File: config.mk
export PLATFORM = sky130hd
export DESIGN_NAME = remote_error_queue
export DESIGN_NICKNAME = d
export VERILOG_FILES = /design/src/hdl/remote_error_queue_pkg.sv /design/src/hdl/remote_error_queue.sv
export SDC_FILE = /design/constraint.sdc
export NUM_CORES = 1
export LEC_CHECK = 0
export BUFFER_PORTS_ARGS = -buffer_cell sky130_fd_sc_hd__buf_2
export CAP_MARGIN = 10
export CELL_PAD_IN_SITES_DETAIL_PLACEMENT = 1
export CELL_PAD_IN_SITES_GLOBAL_PLACEMENT = 2
export CORE_ASPECT_RATIO = 0.7
export CORE_MARGIN = 3
export CORE_UTILIZATION = 52
export CTS_CLUSTER_DIAMETER = 150
export CTS_CLUSTER_SIZE = 14
export DETAILED_ROUTE_END_ITERATION = 10
export HOLD_SLACK_MARGIN = 0.15
export PLACE_DENSITY_LB_ADDON = 0.1
export SLEW_MARGIN = 20
export SYNTH_ARGS = -nofsm -noshare
export SYNTH_HDL_FRONTEND = slang
export SYNTH_SLANG_ARGS = --single-unit
File: constraint.sdc
create_clock -name CLK -period 6.53 [get_ports CLK]
set_input_delay 1.306 -clock CLK [delete_from_list [all_inputs] [get_ports CLK]]
set_output_delay 1.306 -clock CLK [all_outputs]
set_load 0.05 [all_outputs]
File: src/hdl/remote_error_queue_pkg.sv
// Function
// - Thirty-entry FIFO; full replaces newest with -350.
// - Next-error read returns oldest entry, removes it.
// - Queue empties on reset, clear-status, drain.
// - Persisting condition re-queued after every clear.
// - Empty queue answers code zero, no-error.
// - Every error also forwarded to front panel.
// - Answer carries code and description identifier.
// - Each error sets at most one class bit; codes outside every class set none.
// - Codes -499..-400 set status bit 2.
// - Output queue faults raise query errors.
// - Device codes set status bit 3.
// - Self-test failure uses a device-specific code.
// - Positive codes 201..703 and 800..810 are device faults, own text.
// - Codes -299..-200 set status bit 4.
// - Range or state conflicts raise execution errors.
// - Range check sees only rounded values.
// - Codes -199..-100 set status bit 5.
// - Parser faults raise command errors.
// - Reading or clear-status may drop error indicator.
`default_nettype none

package remote_error_queue_pkg;

  localparam int QUEUE_DEPTH = 30;

  // Register offsets on the command port.
  localparam logic [7:0] ADR_NEXT = 8'h00;
  localparam logic [7:0] ADR_STATUS = 8'h04;
  localparam logic [7:0] ADR_CONTROL = 8'h08;
  localparam logic [7:0] ADR_LIMIT_LO = 8'h0c;
  localparam logic [7:0] ADR_LIMIT_HI = 8'h10;

  // Field positions.
  localparam int ESR_QUERY_BIT = 2;
  localparam int ESR_DEVICE_BIT = 3;
  localparam int ESR_EXEC_BIT = 4;
  localparam int ESR_CMD_BIT = 5;
  localparam int STATUS_COUNT_LSB = 8;
  localparam int STATUS_IND_BIT = 16;
  localparam int CTRL_CLS_BIT = 0;
  localparam int CTRL_IND_EN_BIT = 1;

  // Values after reset.
  localparam logic [7:0] ESR_RESET = 8'h00;
  localparam logic IND_EN_RESET = 1'b1;
  localparam logic [15:0] LIMIT_LO_RESET = 16'h8000;
  localparam logic [15:0] LIMIT_HI_RESET = 16'h7fff;

  // Codes and description identifiers.
  localparam logic [15:0] CODE_NO_ERROR = 16'h0000;
  localparam logic [15:0] DESC_NO_ERROR = 16'h0000;
  localparam logic [15:0] CODE_OVERFLOW = 16'hfea2;
  localparam logic [15:0] DESC_OVERFLOW = 16'h0100;
  localparam logic [15:0] CODE_UNTERMINATED = 16'hfe5c;
  localparam logic [15:0] CODE_DATA_LOST = 16'hfe66;
  localparam logic [15:0] CODE_OUT_OF_RANGE = 16'hff22;
  localparam logic [15:0] CODE_SETTINGS_CONFLICT = 16'hff23;
  localparam logic [15:0] CODE_SYNTAX = 16'hff9a;
  localparam logic [15:0] CODE_DATA_TYPE = 16'hff98;
  localparam logic [15:0] CODE_HEADER = 16'hff8f;
  localparam logic [15:0] CODE_SELF_TEST = 16'hfeb6;
  localparam logic [15:0] CODE_UNLOCK = 16'h0201;

  // Class bounds, signed 16-bit.
  localparam logic signed [15:0] QUERY_LO = 16'hfe0d;
  localparam logic signed [15:0] QUERY_HI = 16'hfe70;
  localparam logic signed [15:0] DEVICE_LO = 16'hfe71;
  localparam logic signed [15:0] DEVICE_HI = 16'hfed4;
  localparam logic signed [15:0] EXEC_LO = 16'hfed5;
  localparam logic signed [15:0] EXEC_HI = 16'hff38;
  localparam logic signed [15:0] CMD_LO = 16'hff39;
  localparam logic signed [15:0] CMD_HI = 16'hff9c;
  localparam logic signed [15:0] POS_A_LO = 16'h00c9;
  localparam logic signed [15:0] POS_A_HI = 16'h02bf;
  localparam logic signed [15:0] POS_B_LO = 16'h0320;
  localparam logic signed [15:0] POS_B_HI = 16'h032a;

  // Internal sources, in grant priority order.
  localparam int SRC_COUNT = 9;
  localparam int SRC_COND = 8;

endpackage

`default_nettype wire

File: src/hdl/remote_error_queue.sv
// Our own choices: the register offsets and the strobed register port.
`timescale 1ns/100ps
`default_nettype none

module remote_error_queue #(
  parameter int DEPTH = remote_error_queue_pkg::QUEUE_DEPTH
) (
  // Clock and reset
  input wire logic CLK,
  input wire logic RESET,
  // Register port
  input wire logic [7:0] ADDR,
  input wire logic [31:0] WDATA,
  input wire logic WR,
  input wire logic RD,
  output logic [31:0] RDATA,
  // External error reports
  input wire logic ERR_VALID,
  input wire logic [15:0] ERR_CODE,
  input wire logic [15:0] ERR_DESC,
  // Internal error events
  input wire logic QUERY_UNTERMINATED,
  input wire logic QUERY_LOST,
  input wire logic PARAM_CHECK,
  input wire logic [15:0] PARAM_VALUE,
  input wire logic STATE_CONFLICT,
  input wire logic SYNTAX_ERR,
  input wire logic DATA_TYPE_ERR,
  input wire logic HEADER_ERR,
  input wire logic SELFTEST_FAIL,
  input wire logic COND_ACTIVE,
  // Front panel queue feed and indicator
  output logic FP_PUSH,
  output logic [15:0] FP_CODE,
  output logic [15:0] FP_DESC,
  output logic ERROR_INDICATOR
);

  localparam int PW = $clog2(DEPTH);
  localparam int CW = $clog2(DEPTH + 1);
  localparam int SN = remote_error_queue_pkg::SRC_COUNT;
  localparam logic [CW-1:0] FULL_COUNT = CW'(DEPTH);
  localparam logic [PW-1:0] LAST_SLOT = PW'(DEPTH - 1);

  logic [15:0] mem_code [DEPTH];
  logic [15:0] mem_desc [DEPTH];
  logic [PW-1:0] rd_ptr;
  logic [PW-1:0] wr_ptr;
  logic [PW-1:0] wr_prev;
  logic [CW-1:0] count;
  logic [7:0] esr;
  logic ind_en;
  logic [15:0] limit_lo;
  logic [15:0] limit_hi;
  logic [SN-1:0] pending;
  logic [SN-1:0] events;
  logic [SN-1:0] grant;
  logic cond_prev;
  logic requeue;
  logic range_fail;
  logic push;
  logic [15:0] push_code;
  logic [15:0] push_desc;
  logic [3:0] push_class;
  logic pop;
  logic read_next;
  logic cls;
  logic full;
  logic overflow;

  // Class vector is {command, execution, device, query}.
  function automatic logic [3:0] classify(input logic [15:0] code);
    logic signed [15:0] c;
    c = $signed(code);
    classify = 4'h0;
    if (c >= remote_error_queue_pkg::QUERY_LO && c <= remote_error_queue_pkg::QUERY_HI) begin
      classify = 4'h1;
    end else if ((c >= remote_error_queue_pkg::DEVICE_LO && c <= remote_error_queue_pkg::DEVICE_HI)
                 || (c >= remote_error_queue_pkg::POS_A_LO && c <= remote_error_queue_pkg::POS_A_HI)
                 || (c >= remote_error_queue_pkg::POS_B_LO && c <= remote_error_queue_pkg::POS_B_HI)) begin
      classify = 4'h2;
    end else if (c >= remote_error_queue_pkg::EXEC_LO && c <= remote_error_queue_pkg::EXEC_HI) begin
      classify = 4'h4;
    end else if (c >= remote_error_queue_pkg::CMD_LO && c <= remote_error_queue_pkg::CMD_HI) begin
      classify = 4'h8;
    end
  endfunction

  function automatic logic [15:0] source_code(input logic [SN-1:0] g);
    source_code = remote_error_queue_pkg::CODE_UNLOCK;
    if (g[0]) source_code = remote_error_queue_pkg::CODE_UNTERMINATED;
    if (g[1]) source_code = remote_error_queue_pkg::CODE_DATA_LOST;
    if (g[2]) source_code = remote_error_queue_pkg::CODE_OUT_OF_RANGE;
    if (g[3]) source_code = remote_error_queue_pkg::CODE_SETTINGS_CONFLICT;
    if (g[4]) source_code = remote_error_queue_pkg::CODE_SYNTAX;
    if (g[5]) source_code = remote_error_queue_pkg::CODE_DATA_TYPE;
    if (g[6]) source_code = remote_error_queue_pkg::CODE_HEADER;
    if (g[7]) source_code = remote_error_queue_pkg::CODE_SELF_TEST;
  endfunction

  function automatic logic [PW-1:0] advance(input logic [PW-1:0] p);
    advance = (p == LAST_SLOT) ? '0 : p + 1'b1;
  endfunction

  // Decoded bus strobes.
  assign read_next = RD && (ADDR == remote_error_queue_pkg::ADR_NEXT);
  assign pop = read_next && (count != '0);
  assign cls = WR && (ADDR == remote_error_queue_pkg::ADR_CONTROL)
               && WDATA[remote_error_queue_pkg::CTRL_CLS_BIT];

  // The value offered here is already rounded and evaluated, so rounding alone never trips it.
  assign range_fail = PARAM_CHECK && ($signed(PARAM_VALUE) < $signed(limit_lo)
                      || $signed(PARAM_VALUE) > $signed(limit_hi));

  assign events = {(COND_ACTIVE && !cond_prev) || (COND_ACTIVE && requeue), SELFTEST_FAIL, HEADER_ERR,
                   DATA_TYPE_ERR, SYNTAX_ERR, STATE_CONFLICT, range_fail, QUERY_LOST, QUERY_UNTERMINATED};

  // Lowest pending source wins; an external report blocks all of them for that cycle.
  assign grant = ERR_VALID ? '0 : (pending & (~pending + 1'b1));

  assign push = ERR_VALID || (pending != '0);
  assign push_code = ERR_VALID ? ERR_CODE : source_code(grant);
  assign push_desc = ERR_VALID ? ERR_DESC : {7'h00, grant};
  assign push_class = classify(push_code);
  assign full = (count == FULL_COUNT);
  assign overflow = push && full && !pop && !cls;
  assign wr_prev = (wr_ptr == '0) ? LAST_SLOT : wr_ptr - 1'b1;

  // Pending events; a new event in the grant cycle sets the bit again.
  always_ff @(posedge CLK or posedge RESET) begin
    if (RESET) begin
      pending <= '0;
    end else begin
      pending <= (pending & ~grant) | events;
    end
  end

  always_ff @(posedge CLK or posedge RESET) begin
    if (RESET) begin
      cond_prev <= 1'b0;
      requeue <= 1'b0;
    end else begin
      cond_prev <= COND_ACTIVE;
      requeue <= cls || (pop && count == CW'(1));
    end
  end

  // Queue pointers and fill count.
  always_ff @(posedge CLK or posedge RESET) begin
    if (RESET) begin
      rd_ptr <= '0;
      wr_ptr <= '0;
      count <= '0;
    end else if (cls) begin
      rd_ptr <= '0;
      wr_ptr <= push ? PW'(1) : '0;
      count <= push ? CW'(1) : '0;
    end else begin
      if (pop) begin
        rd_ptr <= advance(rd_ptr);
      end
      if (push && !overflow) begin
        wr_ptr <= advance(wr_ptr);
      end
      if (push && !overflow && !pop) begin
        count <= count + 1'b1;
      end else if (pop && !(push && !overflow)) begin
        count <= count - 1'b1;
      end
    end
  end

  // Storage carries no reset; only slots holding queued entries are ever read.
  always_ff @(posedge CLK) begin
    if (cls && push) begin
      mem_code[0] <= push_code;
      mem_desc[0] <= push_desc;
    end else if (overflow) begin
      mem_code[wr_prev] <= remote_error_queue_pkg::CODE_OVERFLOW;
      mem_desc[wr_prev] <= remote_error_queue_pkg::DESC_OVERFLOW;
    end else if (push && !cls) begin
      mem_code[wr_ptr] <= push_code;
      mem_desc[wr_ptr] <= push_desc;
    end
  end

  // Event status bits; setting wins over a same-cycle clear.
  always_ff @(posedge CLK or posedge RESET) begin
    if (RESET) begin
      esr <= remote_error_queue_pkg::ESR_RESET;
    end else begin
      esr <= (cls ? 8'h00 : esr) | (push ? {2'b00, push_class, 2'b00} : 8'h00);
    end
  end

  // Software control registers.
  always_ff @(posedge CLK or posedge RESET) begin
    if (RESET) begin
      ind_en <= remote_error_queue_pkg::IND_EN_RESET;
      limit_lo <= remote_error_queue_pkg::LIMIT_LO_RESET;
      limit_hi <= remote_error_queue_pkg::LIMIT_HI_RESET;
    end else if (WR) begin
      if (ADDR == remote_error_queue_pkg::ADR_CONTROL) begin
        ind_en <= WDATA[remote_error_queue_pkg::CTRL_IND_EN_BIT];
      end
      if (ADDR == remote_error_queue_pkg::ADR_LIMIT_LO) begin
        limit_lo <= WDATA[15:0];
      end
      if (ADDR == remote_error_queue_pkg::ADR_LIMIT_HI) begin
        limit_hi <= WDATA[15:0];
      end
    end
  end

  // Front panel copy is independent: its own reads and clears never come back here.
  always_ff @(posedge CLK or posedge RESET) begin
    if (RESET) begin
      FP_PUSH <= 1'b0;
      FP_CODE <= '0;
      FP_DESC <= '0;
    end else begin
      FP_PUSH <= push;
      FP_CODE <= push_code;
      FP_DESC <= push_desc;
    end
  end

  always_ff @(posedge CLK or posedge RESET) begin
    if (RESET) begin
      ERROR_INDICATOR <= 1'b0;
    end else if (push) begin
      ERROR_INDICATOR <= 1'b1;
    end else if (ind_en && (read_next || cls)) begin
      ERROR_INDICATOR <= 1'b0;
    end
  end

  // Read data stands only in the cycle after the strobe.
  always_ff @(posedge CLK or posedge RESET) begin
    if (RESET) begin
      RDATA <= '0;
    end else if (!RD) begin
      RDATA <= '0;
    end else begin
      case (ADDR)
        remote_error_queue_pkg::ADR_NEXT: begin
          if (count != '0) begin
            RDATA <= {mem_desc[rd_ptr], mem_code[rd_ptr]};
          end else begin
            RDATA <= {remote_error_queue_pkg::DESC_NO_ERROR, remote_error_queue_pkg::CODE_NO_ERROR};
          end
        end
        remote_error_queue_pkg::ADR_STATUS: begin
          RDATA <= {15'h0000, ERROR_INDICATOR, 2'b00, 6'(count), esr};
        end
        remote_error_queue_pkg::ADR_CONTROL: begin
          RDATA <= {30'h00000000, ind_en, 1'b0};
        end
        remote_error_queue_pkg::ADR_LIMIT_LO: begin
          RDATA <= {16'h0000, limit_lo};
        end
        remote_error_queue_pkg::ADR_LIMIT_HI: begin
          RDATA <= {16'h0000, limit_hi};
        end
        default: begin
          RDATA <= '0;
        end
      endcase
    end
  end
endmodule

`default_nettype wire

**Word level (Yosys, flattened, before mapping)**

Memory sizes are Yosys's and may differ from the RTL's.
Index checks and enable logic that the tools add are counted.

- Add/subtract/negate cells: 6
- Shifts and indexed selects: 0
- Reductions and logical operators: 50
- Order comparisons: 14
- Equality and inequality tests: 8
- Multipliers: 0
- Bitwise logic cells: 6
- Divide/modulo/power cells: 0
- Multiplexer cells: 54

Operators by type and width:

| operator | count |
|---|---|
| $mux W16 | 14 |
| $pmux W32 S5 | 1 |
| $mux W5 | 14 |
| $mux W32 | 2 |
| $reduce_or A16 Y1 | 4 |
| $ge A16 B10 Y1 const B | 3 |
| $ge A16 B9 Y1 const B | 2 |
| $le A16 B10 Y1 const B | 2 |
| $le A16 B11 Y1 const B | 2 |
| $logic_and A1 B1 Y1 | 23 |
| $and A9 B9 Y9 | 2 |
| $not A9 Y9 | 2 |
| $eq A8 B4 Y1 const B | 2 |
| $ge A16 B11 Y1 const B | 1 |
| $gt A16 B16 Y1 | 1 |
| $le A16 B8 Y1 const B | 1 |
| $le A16 B9 Y1 const B | 1 |
| $lt A16 B16 Y1 | 1 |
| $mux W1 | 16 |
| $mux W4 | 4 |
| $add A5 B1 Y5 const B | 3 |
| $eq A5 B5 Y1 const B | 3 |
| $sub A5 B1 Y5 const B | 2 |
| $add A9 B1 Y9 const B | 1 |
| other kinds (17) | 31 |

- Logic and storage cells: 155
- Bits in read-only memories: 0
- RAM bits: 960
- Bits in registers: 133
- Output and inout port bits: 66
- Input bits: 102
- Bits in latches: 0
- Memories: 2

Memory list:

| name | depth | bits a word | rd ports | clocked after memory_dff | wr ports | RTL line | text |
|---|---|---|---|---|---|---|---|
| mem_code | 30 | 16 | 1 | 0 | 1 | remote_error_queue.sv:45 | `logic [15:0] mem_code [DEPTH];` |
| mem_desc | 30 | 16 | 1 | 0 | 1 | remote_error_queue.sv:46 | `logic [15:0] mem_desc [DEPTH];` |

**Depth between registers and ports, before layout**

- Depth after elaboration: 21
- Depth in mapped cells: 10
- Mapped depth without buffers: 9

**Worst setup path before layout**

No wires, ideal clock.

- Kind: input -> register
- Start point: in ADDR[0]
- End point: mem mem_code[13][0], enable pin
- Stages: 6
- Path slack: 1613 ps
- Path buffers: 0
- Arrival: 4496 ps
- Required time: 6109 ps
- Setup time: 421 ps
- Cells stage by stage: or4_4 -> nor4b_4 -> a2111oi_0 -> a2111oi_2 -> o21ai_1 -> nor2_1

- Longest elaborated chain between the ends: 12
- Elaborated cells between the ends (all ways): 27
- Those cells by class: 1 x eq/ne; 13 x mux; 13 x reduce/logical

Ends and longest elaborated chain:

| item | RTL line | text |
|---|---|---|
| from (decl) | remote_error_queue.sv:12 | `input wire logic [7:0] ADDR,` |
| $logic_not A8 Y1 | remote_error_queue.sv:106 | `assign read_next = RD && (ADDR == remote_error_queue_pkg::ADR_NEXT);` |
| $logic_and A1 B1 Y1 | remote_error_queue.sv:106 |  |
| $logic_and A1 B1 Y1 | remote_error_queue.sv:107 | `assign pop = read_next && (count != '0);` |
| $logic_not A1 Y1 | remote_error_queue.sv:126 | `assign overflow = push && full && !pop && !cls;` |
| $logic_and A1 B1 Y1 (2 in series) | remote_error_queue.sv:126 |  |
| $mux W1 | remote_error_queue.sv:178 | `end else if (overflow) begin` |
| $mux W1 | remote_error_queue.sv:175 | `if (cls && push) begin` |
| $mux W1 (implied by the code) | remote_error_queue.sv:179 | `mem_code[wr_prev] <= remote_error_queue_pkg::CODE_OVERFLOW;` |
| $reduce_or A16 Y1 (no source line) | - |  |
| $mux W5 (no source line) or $mux W1 (tied branches) (2 in series) | - |  |
| to (decl) | remote_error_queue.sv:45 |  |

Several ways; a longest one is shown, not always the timed one.

**Final worst setup path**

- Start point: reg pending[6]
- End point: mem mem_desc[4][12], enable pin

- Longest elaborated chain between the ends: 11
- Elaborated cells between the ends (all ways): 22
- Those cells by class: 13 x mux; 9 x reduce/logical

Ends and longest elaborated chain:

| item | RTL line | text |
|---|---|---|
| from (decl) | remote_error_queue.sv:55 | `logic [SN-1:0] pending;` |
| from (signal assigned) | remote_error_queue.sv:134 | `pending <= (pending & ~grant) \| events;` |
| $reduce_bool A9 Y1 * | remote_error_queue.sv:121 | `assign push = ERR_VALID \|\| (pending != '0);` |
| $logic_or A1 B1 Y1 * | remote_error_queue.sv:121 |  |
| named net push | remote_error_queue.sv:61 | `logic push;` |
| $logic_and A1 B1 Y1 (3 in series) | remote_error_queue.sv:126 |  |
| $mux W1 | remote_error_queue.sv:178 |  |
| $mux W1 | remote_error_queue.sv:175 |  |
| $mux W1 (implied by the code) | remote_error_queue.sv:180 | `mem_desc[wr_prev] <= remote_error_queue_pkg::DESC_OVERFLOW;` |
| $reduce_or A16 Y1 (no source line) | - |  |
| $mux W5 (no source line) or $mux W1 (tied branches) (2 in series) | - |  |
| to (decl) | remote_error_queue.sv:46 |  |

Mark *: on every way through the listed nets, which the timed path passes. The rest lies on a longest branch.

==> impl_metrics.env <==
export IMPL_root_buffer="clkbuf_16"
export IMPL_drtIter0Drc=2566
export IMPL_hold_class="flop to flop"
export IMPL_cellLeakagePower_uw=0.0157
export IMPL_crit_required_ps=6840
export IMPL_power_total_uw=16200
export IMPL_ys_seq_elements=1089
export IMPL_viasPerCell=6.25
export IMPL_wl_per_cell_um=31.8
export IMPL_cts_tree="done"
export IMPL_synth_cell_types=79
export IMPL_post_cts_buffers=0
export IMPL_overflow=0
export IMPL_finalSetupViolations=0
export IMPL_syn_inst=2120
export IMPL_clockBufferDepth=3
export IMPL_cts_resized=0
export IMPL_grt_setup_unrepaired="no"
export IMPL_fmax_mhz=213
export IMPL_critical_path_startpoint_type="flop"
export IMPL_synth_edf_count=960
export IMPL_gp_congestion=0.835
export IMPL_grt_first_pass_wirelength_mm=162
export IMPL_outcome="completed"
export IMPL_fin_tns_setup_ps=0
export IMPL_synth_ff_type="edfxtp_1"
export IMPL_synthArstFlopShare=0.118
export IMPL_cts_buffers=87
export IMPL_antenna_found_initial=4
export IMPL_h_tree_depth=3
export IMPL_routed_wl_mm=112
export IMPL_ctsHoldBuffers=0
export IMPL_die_h_um=248
export IMPL_crit_arrival_ps=5000
export IMPL_core_area_mm2=0.0827
export IMPL_drive_gt1_frac=0.326
export IMPL_maxCapViolations=0
export IMPL_netlist_area_leader_share=0.662
export IMPL_grt_pass1_vias=22734
export IMPL_p_per_area_mw_per_mm2=334
export IMPL_grt_usage=0.260
export IMPL_seq_area_frac_synth=0.736
export IMPL_r2r_start="pending[6]"
export IMPL_crit_path_end_kind="flop"
export IMPL_vias=22006
export IMPL_portBuffers=151
export IMPL_clkTransAtPathRegs_ps=70
export IMPL_avgSynthCellArea_um2=20.5
export IMPL_rr_worst_depth=9
export IMPL_drc_errors=0
export IMPL_r2r_slack_ps=1840
export IMPL_synth_top_cell_by_area="edfxtp_1"
export IMPL_finalHoldViolCount=0
export IMPL_syn_area_mm2=0.0436
export IMPL_fp_row_count=88
export IMPL_hpwl_mm=68.6
export IMPL_crit_fanout=18
export IMPL_synth_area_leaders="edfxtp_1, mux4_2, dfrtp_1"
export IMPL_clock_latency_ps=660
export IMPL_synth_nets=2262
export IMPL_ant_nets=0
export IMPL_grt_max_degree=95
export IMPL_holdPathStages=1
export IMPL_vdd_drop_max_uv=232
export IMPL_period_share=0.718
export IMPL_die_w_um=352
export IMPL_syn_to_final_growth_pct=11.6
export IMPL_final_max_slew_viol_count=0
export IMPL_fillers=6965
export IMPL_worstMarginPinSlew_ps=1110
export IMPL_yosysWarnings=0
export IMPL_start_util=0.527
export IMPL_cts_sinks=1089
export IMPL_firstDrtPassIters=6
export IMPL_crit_type="flop to flop"
export IMPL_finalClockSkew_ps=31.0
export IMPL_relSlewSlack=0.256
export IMPL_endpoint="mem_desc[4][12]"
export IMPL_ios=168
export IMPL_startpoint="pending[6]"
export IMPL_fin_nets=2461
export IMPL_min_period_ps=4690
export IMPL_dieArea_mm2=0.0873
export IMPL_r2r_end="mem_desc[4][12]"
[cells by family (layout without fill, tap and decap cells)]
group / Yosys count / in the layout / share of synthesized area
mux: 396 / 396 / 0.176
compound gates: 159 / 159 / 0.0275
fa+ha+maj: 40 / 40 / 0.0115
simple gates: 270 / 270 / 0.0312
flops: 1089 / 1089 / 0.736
buf+inv: 160 / 433 / 0.0159
other cells: 0 / 3 / 0
xor+xnor: 6 / 6 / 0.00121
[flip-flops by register name, indices dropped and copies added, names as in the netlist, 4 cells and up]
| signal | cells |
|---|---|
| esr | 4 |
| wr_ptr | 5 |
| FP_DESC | 16 |
| limit_hi | 16 |
| pending | 9 |
| FP_CODE | 16 |
| rd_ptr | 5 |
| count | 5 |
| limit_lo | 16 |
| mem_desc | 480 |
| RDATA | 32 |
| mem_code | 480 |
[metal layers]
layer	track usage	part of all wire	wire length [um]
met4	0.0592	0.020	2290
met3	0.0455	0.069	7710
met5	0	0.00012	13
met2	0.391	0.46	51400
met1	0.403	0.45	50700
[report_power, final]
part	internal, uW	switching [uW]	total [uW]
Clock	2570	2390	4960
Combinational	761	1640	2410
Sequential	8600	258	8860
Total	11900	4290	16200
[final cells by class]
class                   count  area [um^2]  area share
diodes                      3         7.51    0.000154
clock inverters             5         40.0    0.000824
repair buffers            217         1310      0.0270
flip-flops and latches   1089        32100       0.660
clock buffers             158         2490      0.0511
multi-input cells         871        11100       0.228
well taps                1125         1410      0.0290
inverters                  53          204     0.00420
[layout by cell type (no fill, tap or decap), types with 4 or more instances in the layout]
| master | n |
|---|---|
| a2111oi_0 | 4 |
| a211oi_1 | 4 |
| a21o_1 | 21 |
| a21oi_1 | 24 |
| a222oi_1 | 15 |
| a22o_1 | 6 |
| a31oi_1 | 5 |
| and2_1 | 18 |
| and2_2 | 9 |
| and3_1 | 5 |
| buf_12 | 5 |
| buf_2 | 151 |
| buf_4 | 61 |
| clkbuf_1 | 69 |
| clkbuf_16 | 89 |
| dfrtp_1 | 107 |
| dfrtp_4 | 4 |
| dfstp_2 | 17 |
| edfxtp_1 | 960 |
| ha_1 | 40 |
| inv_1 | 50 |
| inv_6 | 5 |
| mux2_2 | 89 |
| mux2i_1 | 19 |
| mux4_2 | 288 |
| nand2_1 | 48 |
| nand2b_1 | 18 |
| nand2b_2 | 7 |
| nand3_1 | 13 |
| nand4_1 | 8 |
| nor2_1 | 70 |
| nor2_4 | 31 |
| nor2b_1 | 5 |
| nor3_1 | 13 |
| nor4_1 | 5 |
| o21ai_0 | 32 |
| o21bai_1 | 4 |
[per-stage QoR]
stage	utilization	std cells	hold slack (ps)	worst slack, ps	area [um^2]
CTS	0.587	3518	539	1940	48600
global route	0.588	3518	561	1600	48600
global placement	0.557	3355	518	1410	46000
finish	0.588	3521	534	1840	48600
floorplan	-	2120	443	1610	43600
detailed placement	0.557	3355	521	1270	46000
[worst min-delay path by stage]
stage                 startpoint      endpoint  slack [ps]
floorplan                 esr[2]        esr[2]         440
global placement    limit_lo[10]  limit_lo[10]         520
detailed placement   limit_lo[4]   limit_lo[4]         520
CTS                  limit_lo[4]   limit_lo[4]         540
global route         limit_lo[4]   limit_lo[4]         560
finish               limit_lo[4]   limit_lo[4]         530
[Yosys cell counts (all sizes together) (4+ instances only)]
| library cell | n |
|---|---|
| a2111oi | 5 |
| nor3 | 15 |
| nor2 | 101 |
| nand2 | 50 |
| nor4 | 5 |
| and3 | 5 |
| inv | 52 |
| o21bai | 4 |
| a222oi | 15 |
| dfstp | 17 |
| nor2b | 5 |
| nand4 | 8 |
| a31oi | 5 |
| and2 | 27 |
| mux2i | 19 |
| ha | 40 |
| mux4 | 288 |
| nand2b | 25 |
| a211oi | 5 |
| nand3 | 14 |
| mux2 | 89 |
| o21ai | 37 |
| a22o | 6 |
| o311ai | 4 |
| a21oi | 24 |
| dfrtp | 112 |
| clkbuf | 53 |
| edfxtp | 960 |
| buf | 53 |
| a21o | 21 |
[critical path, cell delays in order, from the launching register on]
cell	delay (ps)
dfrtp_1	480
nor4_1	970
nand3_1	450
nor2_4	400
inv_2	180
nand2_2	220
a311o_1	250
nand2_1	280
nor2_4	650
buf_4	440
Note: power is estimated with default switching activity, not from simulation.
